$ cat config.mk
export PLATFORM = sky130hd
export DESIGN_NAME = pscr_top
export DESIGN_NICKNAME = d
export VERILOG_FILES = /design/src/design/pscr_pkg.sv /design/src/design/pscr_top.sv
export VERILOG_INCLUDE_DIRS = /design/src /design/src/design
export SDC_FILE = /design/constraint.sdc
export NUM_CORES = 1
export LEC_CHECK = 0
export ABC_CLOCK_PERIOD_IN_PS = 3100
export BUFFER_PORTS_ARGS = -buffer_cell sky130_fd_sc_hd__buf_2
export CAP_MARGIN = 20
export CORE_MARGIN = 2
export CORE_UTILIZATION = 59
export CTS_BUF_LIST = sky130_fd_sc_hd__clkbuf_8
export DETAILED_ROUTE_END_ITERATION = 8
export GPL_TIMING_DRIVEN = 0
export PLACE_DENSITY = 0.82
export SYNTH_ARGS = -nofsm -noshare
export SYNTH_HDL_FRONTEND = slang
export SYNTH_SLANG_ARGS = --single-unit
$ cat constraint.sdc
create_clock -name clk -period 3.1 [get_ports clk]
set_clock_uncertainty 0.1 [all_clocks]
set_input_delay 0 -clock clk [delete_from_list [all_inputs] [get_ports clk]]
set_output_delay 0 -clock clk [all_outputs]
set_load 0.005 [all_outputs]
$ cat src/design/pscr_defs.svh
`ifndef PSCR_DEFS_SVH
`define PSCR_DEFS_SVH
// How it works
// - Strap decode used only while source select low; rate strap used at either level
// - Upper eq level 0 gives codes 00..03
// - Upper eq level R gives 07,15,0B,0F
// - Upper eq float gives 55,1F,2F,3F
// - Upper eq level 1 gives AA,7F,BF,FF
// - Swing strap picks 0.7, 1.2, 1.0 volts
// - Deemphasis 0, -6, -3.5, -9 dB per level
// - Swing level 1 pairs 1.1/1.3 V with deemphasis
// - Rate strap float applies settings all generations
// - Probe strap 0: termination off, no probing
// - Probe strap 1: termination on, no probing
// - Strap R: probe every 12 ms, quit 600 ms
// - Strap float: probe every 12 ms until found
// - Auto modes: termination only after receiver found
// - Presence pulse of 5 us restarts detection
// - Presence high powers down; 5 us resets detection
// - Threshold strap maps to 10,01,00,11 codes
// - Threshold code drives analog assert/deassert pair
// - Straps arrive resolved to four levels
`define PSCR_CLK_MHZ     100
`define PSCR_PROBE_MS    12
`define PSCR_GIVEUP_MS   600
`define PSCR_PDRST_US    5
`define PSCR_PDRST_CYC   (`PSCR_PDRST_US * `PSCR_CLK_MHZ)
`define PSCR_PROBE_CYC   (`PSCR_PROBE_MS * 1000 * `PSCR_CLK_MHZ)
`define PSCR_GIVEUP_CYC  (`PSCR_GIVEUP_MS * 1000 * `PSCR_CLK_MHZ)
`define PSCR_ADR_EQ      4'h0
`define PSCR_ADR_TX      4'h4
`define PSCR_ADR_STAT    4'h8
`define PSCR_EQA_LSB     0
`define PSCR_EQB_LSB     8
`define PSCR_SWA_LSB     0
`define PSCR_DEA_LSB     4
`define PSCR_SWB_LSB     8
`define PSCR_DEB_LSB     12
`define PSCR_THR_LSB     16
`define PSCR_MODE_LSB    20
`define PSCR_EQ_RST      32'h0000_0000
`define PSCR_TX_RST      32'h0020_0101
`endif

$ cat src/design/pscr_pkg.sv
package pscr_pkg;
	// Resolved four-level strap encoding
	typedef enum logic [1:0] {
		LVL_0 = 2'h0,
		LVL_R = 2'h1,
		LVL_F = 2'h2,
		LVL_1 = 2'h3
	} pscr_lvl_e;
	// Output swing codes
	typedef enum logic [2:0] {
		SW_0P7 = 3'h0,
		SW_1P0 = 3'h1,
		SW_1P1 = 3'h2,
		SW_1P2 = 3'h3,
		SW_1P3 = 3'h4
	} pscr_swing_e;
	// De-emphasis codes
	typedef enum logic [2:0] {
		DE_0   = 3'h0,
		DE_1P5 = 3'h1,
		DE_3P5 = 3'h2,
		DE_6   = 3'h3,
		DE_9   = 3'h4
	} pscr_dem_e;
	// Detection states, Gray along wait-probe-found
	typedef enum logic [2:0] {
		DET_WAIT   = 3'h0,
		DET_PROBE  = 3'h1,
		DET_FOUND  = 3'h3,
		DET_GIVEUP = 3'h2
	} pscr_det_e;
endpackage : pscr_pkg

$ cat src/design/pscr_top.sv
// The Wishbone interface to the registers and the register addresses were left to the implementer.
`timescale 1ns/1ps
`include "pscr_defs.svh"
module pscr_top
	import pscr_pkg::*;
#(
	parameter int PROBE_CYC  = `PSCR_PROBE_CYC,
	parameter int GIVEUP_CYC = `PSCR_GIVEUP_CYC
) (
	input  wire logic        clk,
	input  wire logic        sys_rst,
	input  wire logic [1:0]  eqStrapHiSideA,
	input  wire logic [1:0]  eqStrapLoSideA,
	input  wire logic [1:0]  eqStrapHiSideB,
	input  wire logic [1:0]  eqStrapLoSideB,
	input  wire logic [1:0]  swingStrap,
	input  wire logic [1:0]  deemphStrapSideA,
	input  wire logic [1:0]  deemphStrapSideB,
	input  wire logic [1:0]  farRxProbeStrap,
	input  wire logic [1:0]  sigDetThresholdStrap,
	input  wire logic [1:0]  rateStrap,
	input  wire logic        configSourceSelect,
	input  wire logic        presence_n,
	input  wire logic        probeAck,
	input  wire logic        farTermSensed,
	input  wire logic        wb_cyc_i,
	input  wire logic        wb_stb_i,
	input  wire logic        wb_we_i,
	input  wire logic [3:0]  wb_adr_i,
	input  wire logic [3:0]  wb_sel_i,
	input  wire logic [31:0] wb_dat_i,
	output logic      [31:0] wb_dat_o,
	output logic             wb_ack_o,
	output logic      [7:0]  eqCodeA,
	output logic      [7:0]  eqCodeB,
	output pscr_swing_e      swingA,
	output pscr_swing_e      swingB,
	output pscr_dem_e        deemphA,
	output pscr_dem_e        deemphB,
	output logic      [3:0]  sigDetThr,
	output logic             deemphAllRates,
	output logic             termEnable,
	output logic             powerDown,
	output logic             driverEnable,
	output logic             probeReq
);
	localparam int PD_CYC = `PSCR_PDRST_CYC;

	// Equalizer table, upper strap selects row
	function automatic logic [7:0] eqMap(input logic [1:0] hi, input logic [1:0] lo);
		case ({hi, lo})
			4'h0: eqMap = 8'h00;
			4'h1: eqMap = 8'h01;
			4'h2: eqMap = 8'h02;
			4'h3: eqMap = 8'h03;
			4'h4: eqMap = 8'h07;
			4'h5: eqMap = 8'h15;
			4'h6: eqMap = 8'h0b;
			4'h7: eqMap = 8'h0f;
			4'h8: eqMap = 8'h55;
			4'h9: eqMap = 8'h1f;
			4'ha: eqMap = 8'h2f;
			4'hb: eqMap = 8'h3f;
			4'hc: eqMap = 8'haa;
			4'hd: eqMap = 8'h7f;
			4'he: eqMap = 8'hbf;
			default: eqMap = 8'hff;
		endcase
	endfunction : eqMap

	// Swing depends on de-emphasis only at top level
	function automatic pscr_swing_e swMap(input logic [1:0] sw, input logic [1:0] de);
		case (sw)
			LVL_0: swMap = SW_0P7;
			LVL_R: swMap = SW_1P2;
			LVL_F: swMap = SW_1P0;
			default: swMap = (de == LVL_0 || de == LVL_R) ? SW_1P1 : SW_1P3;
		endcase
	endfunction : swMap

	function automatic pscr_dem_e deMap(input logic [1:0] sw, input logic [1:0] de);
		if (sw == LVL_1) begin
			case (de)
				LVL_0: deMap = DE_0;
				LVL_1: deMap = DE_3P5;
				default: deMap = DE_1P5;
			endcase
		end else begin
			case (de)
				LVL_0: deMap = DE_0;
				LVL_R: deMap = DE_6;
				LVL_F: deMap = DE_3P5;
				default: deMap = DE_9;
			endcase
		end
	endfunction : deMap

	// Same two-bit code drives both threshold pairs
	function automatic logic [3:0] thrMap(input logic [1:0] t);
		case (t)
			LVL_0: thrMap = 4'ha;
			LVL_R: thrMap = 4'h5;
			LVL_F: thrMap = 4'h0;
			default: thrMap = 4'hf;
		endcase
	endfunction : thrMap

	// Captured straps; levels already resolved off-chip
	logic [1:0]  sEqHiA_reg, sEqLoA_reg, sEqHiB_reg, sEqLoB_reg;
	logic [1:0]  sSw_reg, sDeA_reg, sDeB_reg, sMode_reg, sThr_reg, sRate_reg;
	logic        capValid_reg;
	logic [31:0] eqReg_reg, txReg_reg;
	pscr_det_e   det_reg, det_next;
	logic        probe_next;
	logic [31:0] periodCnt_reg, periodCnt_next;
	logic [31:0] giveCnt_reg, giveCnt_next;
	logic [31:0] pdCnt_reg;

	// Capture once after release so a wiggling strap cannot glitch config
	always_ff @(posedge clk) begin
		if (sys_rst) begin
			capValid_reg <= 1'b0;
			{sEqHiA_reg, sEqLoA_reg, sEqHiB_reg, sEqLoB_reg} <= 8'h00;
			{sSw_reg, sDeA_reg, sDeB_reg} <= 6'h00;
			{sMode_reg, sThr_reg, sRate_reg} <= 6'h00;
		end else if (!capValid_reg) begin
			capValid_reg <= 1'b1;
			{sEqHiA_reg, sEqLoA_reg} <= {eqStrapHiSideA, eqStrapLoSideA};
			{sEqHiB_reg, sEqLoB_reg} <= {eqStrapHiSideB, eqStrapLoSideB};
			{sSw_reg, sDeA_reg, sDeB_reg} <= {swingStrap, deemphStrapSideA, deemphStrapSideB};
			{sMode_reg, sThr_reg, sRate_reg} <= {farRxProbeStrap, sigDetThresholdStrap, rateStrap};
		end
	end

	// Wishbone decode and byte-lane write mask
	wire        wbReq   = wb_cyc_i && wb_stb_i && !wb_ack_o;
	wire        wbWr    = wb_cyc_i && wb_stb_i && wb_we_i && wb_ack_o; // Lands where master sees ack
	wire        selEq   = wb_adr_i == `PSCR_ADR_EQ;
	wire        selTx   = wb_adr_i == `PSCR_ADR_TX;
	wire        selSt   = wb_adr_i == `PSCR_ADR_STAT;
	wire [31:0] wMask   = {{8{wb_sel_i[3]}}, {8{wb_sel_i[2]}}, {8{wb_sel_i[1]}}, {8{wb_sel_i[0]}}};
	wire [31:0] eqWr    = ((eqReg_reg & ~wMask) | (wb_dat_i & wMask)) & 32'h0000_ffff;
	wire [31:0] txWr    = ((txReg_reg & ~wMask) | (wb_dat_i & wMask)) & 32'h0037_7777;
	wire [31:0] statVal = {24'h0, 2'h0, driverEnable, powerDown, termEnable, 3'(det_reg)};
	wire [31:0] rdVal   = selEq ? eqReg_reg : selTx ? txReg_reg : selSt ? statVal : 32'h0;

	// One-wait-state slave; unmapped reads zero, writes dropped
	always_ff @(posedge clk) begin
		if (sys_rst) begin
			wb_ack_o  <= 1'b0;
			wb_dat_o  <= 32'h0;
			eqReg_reg <= `PSCR_EQ_RST;
			txReg_reg <= `PSCR_TX_RST;
		end else begin
			wb_ack_o <= wbReq;
			wb_dat_o <= wbReq ? rdVal : 32'h0;
			if (wbWr && selEq)
				eqReg_reg <= eqWr;
			if (wbWr && selTx)
				txReg_reg <= txWr;
		end
	end

	// Source selection: straps when low, registers when high
	wire        useReg = configSourceSelect;
	wire [1:0]  mode   = useReg ? txReg_reg[`PSCR_MODE_LSB +: 2] : sMode_reg;
	wire        autoMd = mode == LVL_R || mode == LVL_F;
	wire        limMd  = mode == LVL_R;
	wire [7:0]  eqA    = useReg ? eqReg_reg[`PSCR_EQA_LSB +: 8] : eqMap(sEqHiA_reg, sEqLoA_reg);
	wire [7:0]  eqB    = useReg ? eqReg_reg[`PSCR_EQB_LSB +: 8] : eqMap(sEqHiB_reg, sEqLoB_reg);
	wire [2:0]  swA    = useReg ? txReg_reg[`PSCR_SWA_LSB +: 3] : 3'(swMap(sSw_reg, sDeA_reg));
	wire [2:0]  swB    = useReg ? txReg_reg[`PSCR_SWB_LSB +: 3] : 3'(swMap(sSw_reg, sDeB_reg));
	wire [2:0]  deA    = useReg ? txReg_reg[`PSCR_DEA_LSB +: 3] : 3'(deMap(sSw_reg, sDeA_reg));
	wire [2:0]  deB    = useReg ? txReg_reg[`PSCR_DEB_LSB +: 3] : 3'(deMap(sSw_reg, sDeB_reg));
	wire [3:0]  thr    = useReg ? txReg_reg[`PSCR_THR_LSB +: 4] : thrMap(sThr_reg);

	// Presence held high long enough resets detection
	wire pdHit   = presence_n && pdCnt_reg == 32'(PD_CYC - 1);
	wire restart = pdHit || !autoMd || !capValid_reg;
	wire running = !presence_n;

	always_ff @(posedge clk) begin
		if (sys_rst || !presence_n)
			pdCnt_reg <= 32'h0;
		else if (pdCnt_reg != 32'(PD_CYC))
			pdCnt_reg <= pdCnt_reg + 32'h1;
	end

	// Detection sequencer; frozen during a short power-down
	always_comb begin
		det_next       = det_reg;
		probe_next     = probeReq;
		periodCnt_next = periodCnt_reg;
		giveCnt_next   = giveCnt_reg;
		if (restart) begin
			det_next       = DET_WAIT;
			probe_next     = 1'b0;
			periodCnt_next = 32'h0;
			giveCnt_next   = 32'h0;
		end else if (running) begin
			if (det_reg == DET_WAIT || det_reg == DET_PROBE)
				giveCnt_next = giveCnt_reg + 32'h1;
			case (det_reg)
				DET_WAIT: begin
					if (limMd && giveCnt_reg >= 32'(GIVEUP_CYC - 1)) begin
						det_next = DET_GIVEUP;
					end else if (periodCnt_reg == 32'(PROBE_CYC - 1)) begin
						det_next       = DET_PROBE;
						probe_next     = 1'b1;
						periodCnt_next = 32'h0;
					end else begin
						periodCnt_next = periodCnt_reg + 32'h1;
					end
				end
				DET_PROBE: begin
					periodCnt_next = periodCnt_reg + 32'h1;
					if (probeAck) begin
						probe_next = 1'b0;
						det_next   = farTermSensed ? DET_FOUND : DET_WAIT;
					end
				end
				DET_FOUND: det_next = DET_FOUND;
				DET_GIVEUP: det_next = DET_GIVEUP; // Idle until a presence pulse
				default: det_next = DET_WAIT;
			endcase
		end
	end

	always_ff @(posedge clk) begin
		if (sys_rst) begin
			det_reg       <= DET_WAIT;
			probeReq      <= 1'b0;
			periodCnt_reg <= 32'h0;
			giveCnt_reg   <= 32'h0;
		end else begin
			det_reg       <= det_next;
			probeReq      <= probe_next;
			periodCnt_reg <= periodCnt_next;
			giveCnt_reg   <= giveCnt_next;
		end
	end

	// Termination and power state, registered for clean pins
	wire termNext = running
		&& (mode == LVL_1 || (autoMd && det_next == DET_FOUND));

	always_ff @(posedge clk) begin
		if (sys_rst) begin
			termEnable   <= 1'b0;
			powerDown    <= 1'b1;
			driverEnable <= 1'b0;
		end else begin
			termEnable   <= termNext;
			powerDown    <= presence_n;
			driverEnable <= !presence_n;
		end
	end

	// Configuration outputs change only once straps are captured
	always_ff @(posedge clk) begin
		if (sys_rst) begin
			eqCodeA        <= 8'h00;
			eqCodeB        <= 8'h00;
			swingA         <= SW_1P0;
			swingB         <= SW_1P0;
			deemphA        <= DE_0;
			deemphB        <= DE_0;
			sigDetThr      <= 4'h0;
			deemphAllRates <= 1'b0;
		end else if (capValid_reg) begin
			eqCodeA        <= eqA;
			eqCodeB        <= eqB;
			swingA         <= pscr_swing_e'(swA);
			swingB         <= pscr_swing_e'(swB);
			deemphA        <= pscr_dem_e'(deA);
			deemphB        <= pscr_dem_e'(deB);
			sigDetThr      <= thr;
			deemphAllRates <= sRate_reg == LVL_F;
		end
	end
endmodule : pscr_top

==> results.tsv, run 1 <==
stage	metric	value	unit
run_status	status	finished, final reports clean	
final_layout	layout.nets	1459	
final_layout	final_util	0.746	
drt	drcViolationCount	0	
run	max-cap-violations	0	
place	gp_congestion	0.889	
final_layout	fin_cells	1620	
worst_setup_path	arrival	3370	ps
logic_synthesis	synth_top_family_by_area	simple AND/OR/NAND/NOR gates	
logic_synthesis	ys.warnings.count	0	
final_layout	layout-drive-gt1-share	0.136	
floorplanning	core_area	0.0163	mm^2
logic_synthesis	synthArstFlopShare	0	
clocking	cts_root_buf	clkbuf_8	
floorplanning	num_io_pins	139	
logic_synthesis	netlist_top_cells_area	dfxtp_1, nor2_1, mux2i_1	
worst_setup_path	worst_setup_path_start_kind	flip-flop	
clocking	clk_latency	550	ps
hold_path	worstHoldStart	sys_rst	
worst_setup_path	cpLargestDelayFamily	buffers and inverters	
drt	first_pass_iters	6	
global_routing	grt_pass1_wl	44200	um
worst_setup_path	crit_path_frequent_cell	dlygate4sd3_1	
floorplanning	initial_core_util	0.597	
clocking	cts_tree	built	
timing	setup_viol	0	
worst_setup_path	r2r_slack	120	ps
floorplanning	floorplan.die_area	0.0176	mm^2
worst_setup_path	reg2reg_from	wb_ack_o	
pwr	p_leak	4.74	nW
hold_path	hp-class	input port to flip-flop	
worst_setup_path	cp_slowest_cell	dlygate4sd3_1	
global_routing	grt_pass1_vias	9078	
drt	routed_wl	27400	um
worst_setup_path	crit_required	3490	ps
timing	hold_violations	0	
place	dp_hpwl	17200	um
logic_synthesis	yosysTopAreaCellShare	0.468	
worst_setup_path	worstSetupPathType	flip-flop to flip-flop	
final_layout	fillCellCount	1179	
hold_path	worstHoldEndpoint	sEqHiB_reg[1]	
logic_synthesis	synth_edf_count	0	
clocking	clockBufferDepth	3	
worst_setup_path	reg2reg_depth	7	
drt	antenna_left	0	
final_layout	fin_area	0.0122	mm^2
clocking	cts.sinks	228	
drt	avgViaCountPerCell	5.85	
timing	worst_pin_slew	822	ps
pwr	total_power	5.95	mW
floorplanning	rows	47	
final_layout	n_antenna_cell	0	
pwr	irDropWorstVdd	0.429	mV
timing	fmax	0.335	GHz
clocking	cts_setup_buffers	0	
floorplanning	die_h	133	um
logic_synthesis	yosysMostFrequentCell	dfxtp_1	
logic_synthesis	synth_top_area_cell	dfxtp_1	
logic_synthesis	yosys.area_share.simple	0.246	
global_routing	gr-usage-all-layers	0.307	
logic_synthesis	synth.avg_cell_area	8.65	um^2
floorplanning	chipWidth	133	um
logic_synthesis	synth_area	0.00976	mm^2
pwr	powerDensity	488	mW/mm^2
worst_setup_path	crit_chain	nand4_1, nor2_2, clkbuf_1, nand3_1, dlygate4sd3_1, a21oi_1, dlygate4sd3_1	
worst_setup_path	cp_max_fo	10	
logic_synthesis	synthMuxAreaShare	0.0514	
drt	num_vias	9481	
timing	finalCritPeriodShare	0.962	
clocking	cts.htree.levels	2	
place	post_dp_cell_area	0.0106	mm^2
logic_synthesis	synth_compound_area_frac	0.117	
place	place_inst	1469	
global_routing	grt_overflow_total	0	
place	io_buffers	110	
logic_synthesis	seq_area_frac_synth	0.468	
logic_synthesis	ys_top_cells_by_count	dfxtp_1, nor2_1, nand2_1, a21oi_1, nand3_1	
global_routing	antenna_found_initial	0	
global_routing	grt_max_degree	11	
drt	wl_per_cell	16.9	um
logic_synthesis	synthAdderAreaFrac	0.0205	
clocking	numCtsBuffers	37	
logic_synthesis	synth_xor_area_frac	0.0583	
final_layout	area_growth	24.9	%
worst_setup_path	crit_path_end_kind	flip-flop	
logic_synthesis	yosysUniqueCellTypes	55	
clocking	cts.clk_slew.worst_paths	60	ps
worst_setup_path	max_stage_delay	590	ps
timing	slew_viol_final	0	
timing	relSlewSlack	0.450	
timing	min_period	2980	ps
worst_setup_path	cp.buffers_inverters	3	
worst_setup_path	crit_cells	7	
logic_synthesis	synth_ff_type	dfxtp_1	
logic_synthesis	yosys_register_bits	228	
drt	drt_iter0_markers	982	
logic_synthesis	synthCells	1129	
hold_path	whs_path_depth	2	
-- worst reg2reg max path: stages, from the launching register on --
cell and delay, ps:
dfxtp_1 360, nand4_1 200, nor2_2 410, clkbuf_1 450
nand3_1 140, dlygate4sd3_1 590, a21oi_1 130, dlygate4sd3_1 560
-- stage by stage --
step           setup slack (ps)  hold slack (ps)  setup TNS (ps)
6_report                    119             44.8               0
5_1_grt                   -8.34             61.0           -8.34
4_1_cts                     155             18.0               0
3_5_place_dp                155              145               0
3_3_place_gp                134              130               0
2_1_floorplan               692             43.9               0
-- worst max path at each step --
stage	from	to	slack, ps
after global placement	configSourceSelect	periodCnt_reg[19]	130
after global routing	wb_ack_o	flip-flop	-8
final	wb_ack_o	flip-flop	120
after floorplan	configSourceSelect	periodCnt_reg[19]	690
after CTS	configSourceSelect	periodCnt_reg[19]	150
after detailed placement	configSourceSelect	periodCnt_reg[22]	160
-- placed cells by master (no fill, tap or decap), drive strengths merged, types with 16 or more instances in the layout --
| master | Yosys | layout |
|---|---|---|
| dfxtp | 228 | 228 |
| nor2 | 164 | 164 |
| buf | 22 | 131 |
| nand2 | 103 | 103 |
| dlygate4sd3 | 0 | 86 |
| clkbuf | 41 | 86 |
| a21oi | 82 | 82 |
| nand3 | 71 | 71 |
| mux2i | 49 | 49 |
| xor2 | 45 | 45 |
| inv | 22 | 38 |
| nand4 | 32 | 32 |
| o21ai | 31 | 31 |
| nor3 | 27 | 27 |
| a211oi | 25 | 25 |
| or3 | 20 | 20 |
| xnor2 | 20 | 20 |
| or4 | 16 | 16 |
| ha | 16 | 16 |
-- cell type report --
| class | count | area (um^2) | share of cell area |
|---|---|---|---|
| inverters | 23 | 86.3 | 0.00708 |
| plain buffers | 63 | 289 | 0.0237 |
| clock inverters | 21 | 97.6 | 0.00800 |
| well taps | 220 | 275 | 0.0226 |
| clock buffers | 44 | 606 | 0.0497 |
| multi-input cells | 825 | 4860 | 0.399 |
| flip-flops and latches | 228 | 4560 | 0.374 |
| repair buffers | 196 | 1410 | 0.116 |
-- kinds of logic (layout without fill, tap and decap cells) --
| family | Yosys count | in the layout |
|---|---|---|
| buffers and inverters | 86 | 347 |
| DFF | 228 | 228 |
| other | 1 | 11 |
| and+or+nand+nor | 500 | 500 |
| AOI/OAI and AO/OA | 183 | 183 |
| adders and majority gates | 16 | 16 |
| muxes | 50 | 50 |
| xor gates and xnor gates | 65 | 65 |
-- what timing repair did --
item,in CTS,in global routing
setup endpoints to repair,0,50
hold buffers,86,0
gates resized for setup,0,4
endpoints found under the hold margin,85,0
-- metal layers --
layer	track usage	share of wire	up-vias	routed length, um
met2	0.505	0.47	500	12700
li1	-	-	4438	-
met1	0.385	0.41	4425	11100
met5	0	0	-	0
met3	0.0648	0.085	118	2330
met4	0.146	0.043	0	1190
-- power by group --
| part | total, mW | leakage [nW] | internal (mW) | switching (mW) |
|---|---|---|---|---|
| logic | 0.434 | 2.47 | 0.186 | 0.248 |
| clock network | 2.49 | 0.414 | 1.29 | 1.19 |
| registers | 3.03 | 1.85 | 2.99 | 0.0350 |
Note: power is estimated with default switching activity, not from simulation.
==> inputs of run 2 (changes only) <==
- SETUP_SLACK_MARGIN: default -> 0.2
==> results.tsv, run 2 (synthesis gave the netlist of run 1 again) <==
stage	metric	value	unit
place	gp_congestion	0.889	
run	max-cap-violations	0	
floorplanning	num_io_pins	139	
floorplanning	rows	47	
global_routing	antenna_found_initial	0	
worst_setup_path	crit_chain	dlygate4sd3_1, buf_2, nor3_1, nand2b_1, clkbuf_1, nor2_2, nand3_1, dlygate4sd3_1, a21oi_1, dlygate4sd3_1	
worst_setup_path	arrival	3270	ps
global_routing	grt_pass1_vias	9031	
worst_setup_path	cpLargestDelayFamily	buffers and inverters	
clocking	cts_root_buf	clkbuf_8	
worst_setup_path	crit_required	3480	ps
hold_path	hp-class	input port to flip-flop	
drt	avgViaCountPerCell	5.83	
worst_setup_path	crit_path_end_kind	flip-flop	
drt	antenna_left	0	
timing	setup_tns	0	ps
pwr	powerDensity	488	mW/mm^2
floorplanning	die_h	133	um
drt	wl_per_cell	16.9	um
timing	relSlewSlack	0.406	
drt	drcViolationCount	0	
clocking	cts_setup_buffers	0	
worst_setup_path	cp_slowest_cell	dlygate4sd3_1	
timing	hold_violations	0	
final_layout	layout-drive-gt1-share	0.140	
final_layout	fillCellCount	1188	
final_layout	area_growth	24.7	%
worst_setup_path	crit_path_frequent_cell	dlygate4sd3_1	
worst_setup_path	worstSetupPathType	input port to flip-flop	
clocking	cts.clk_slew.worst_paths	60	ps
timing	setup_viol	0	
timing	slew_viol_final	0	
place	post_dp_cell_area	0.0106	mm^2
final_layout	layout.nets	1456	
final_layout	fin_area	0.0122	mm^2
worst_setup_path	worst_setup_path_start_kind	input port	
timing	worst_pin_slew	891	ps
worst_setup_path	max_stage_delay	570	ps
global_routing	grt_pass1_wl	43900	um
pwr	irDropWorstVdd	0.429	mV
floorplanning	core_area	0.0163	mm^2
timing	finalCritPeriodShare	0.935	
global_routing	gr-usage-all-layers	0.305	
clocking	numCtsBuffers	37	
pwr	p_leak	4.73	nW
final_layout	layout.cells.most_common_list	dfxtp_1, nor2_1, buf_2	
timing	min_period	2900	ps
clocking	cts.sinks	228	
timing	fmax	0.345	GHz
clocking	cts.htree.levels	2	
clocking	clockBufferDepth	3	
drt	drt_iter0_markers	921	
global_routing	grt_overflow_total	0	
clocking	cts_tree	built	
drt	first_pass_iters	5	
worst_setup_path	cp.buffers_inverters	5	
drt	routed_wl	27400	um
run_status	status	finished, final reports clean	
worst_setup_path	cp_max_fo	9	
final_layout	fin_cells	1618	
floorplanning	initial_core_util	0.597	
clocking	clk_latency	550	ps
floorplanning	chipWidth	133	um
final_layout	final_common_cell	dfxtp_1	
timing	grt_setup_unrepaired	true	
drt	num_vias	9435	
floorplanning	floorplan.die_area	0.0176	mm^2
place	io_buffers	110	
global_routing	grt_max_degree	11	
place	dp_hpwl	17200	um
place	place_inst	1469	
[run 2: changes by cell type in the layout (fill, tap and decap cells not counted), sizes merged]
cell         previous run  this run
diode                   0         1
clkbuf                 86        87
dlygate4sd3            86        83
buf                   131       130
[run 2: path summary, 6_finish.rpt]
check / startpoint / depth (start not counted) / slack, ps / endpoint
worst min register to register: flip-flop / 2 / 380 / flip-flop
worst max register to register: capValid_reg / 5 / 290 / eqCodeA[4]
worst max-delay path: wb_adr_i[0] / 10 / 200 / flip-flop
worst min-delay path: configSourceSelect / 5 / 40 / swingB[0]
[run 2: layout make-up]
type,count,area (um^2),share of cell area
inverter,23,86.3,0.00709
buffer,63,294,0.0241
clock buffer,44,606,0.0497
sequential,228,4560,0.375
tap,220,275,0.0226
multi-input combinational,825,4870,0.400
clock inverter,21,97.6,0.00801
antenna,1,2.50,0.000205
timing repair buffer,193,1380,0.113
[run 2: stage by stage]
| stage | total power [mW] | utilization | setup WS (ps) | hold WS [ps] |
|---|---|---|---|---|
| 2_1_floorplan | 3.30 | - | 692 | 43.9 |
| 3_3_place_gp | 3.43 | 0.650 | 134 | 130 |
| 3_5_place_dp | 3.45 | 0.650 | 155 | 145 |
| 4_1_cts | 5.94 | 0.744 | 233 | 0.930 |
| 5_1_grt | 6.14 | 0.745 | 88.8 | 99.6 |
| 6_report | 5.95 | 0.745 | 203 | 39.0 |
[run 2: metal layers]
layer / up-vias / track usage / share of wire
li1: 4432 / - / -
met1: 4397 / 0.384 / 0.40
met2: 488 / 0.495 / 0.46
met3: 118 / 0.0644 / 0.086
met4: 0 / 0.156 / 0.047
met5: - / 0 / 0
[run 2: worst min-delay path, delay by kind of cell]
family,cells,cell delay [ps]
AND/OR/NAND/NOR,2,240
buffers and inverters,1,220
AO/OA/AOI/OAI,2,170
[run 2: where the power goes]
part	internal, mW	switching [mW]	total (mW)
combinational	0.186	0.250	0.436
sequential	2.99	0.0346	3.03
clock	1.29	1.19	2.48
total	4.47	1.47	5.95
[run 2: timing repair]
action / 4_1_cts / 5_1_grt
gates resized for setup: 0 / 12
hold buffers: 83 / 0
setup endpoints to repair: 0 / 41
hold endpoints to repair: 85 / 0
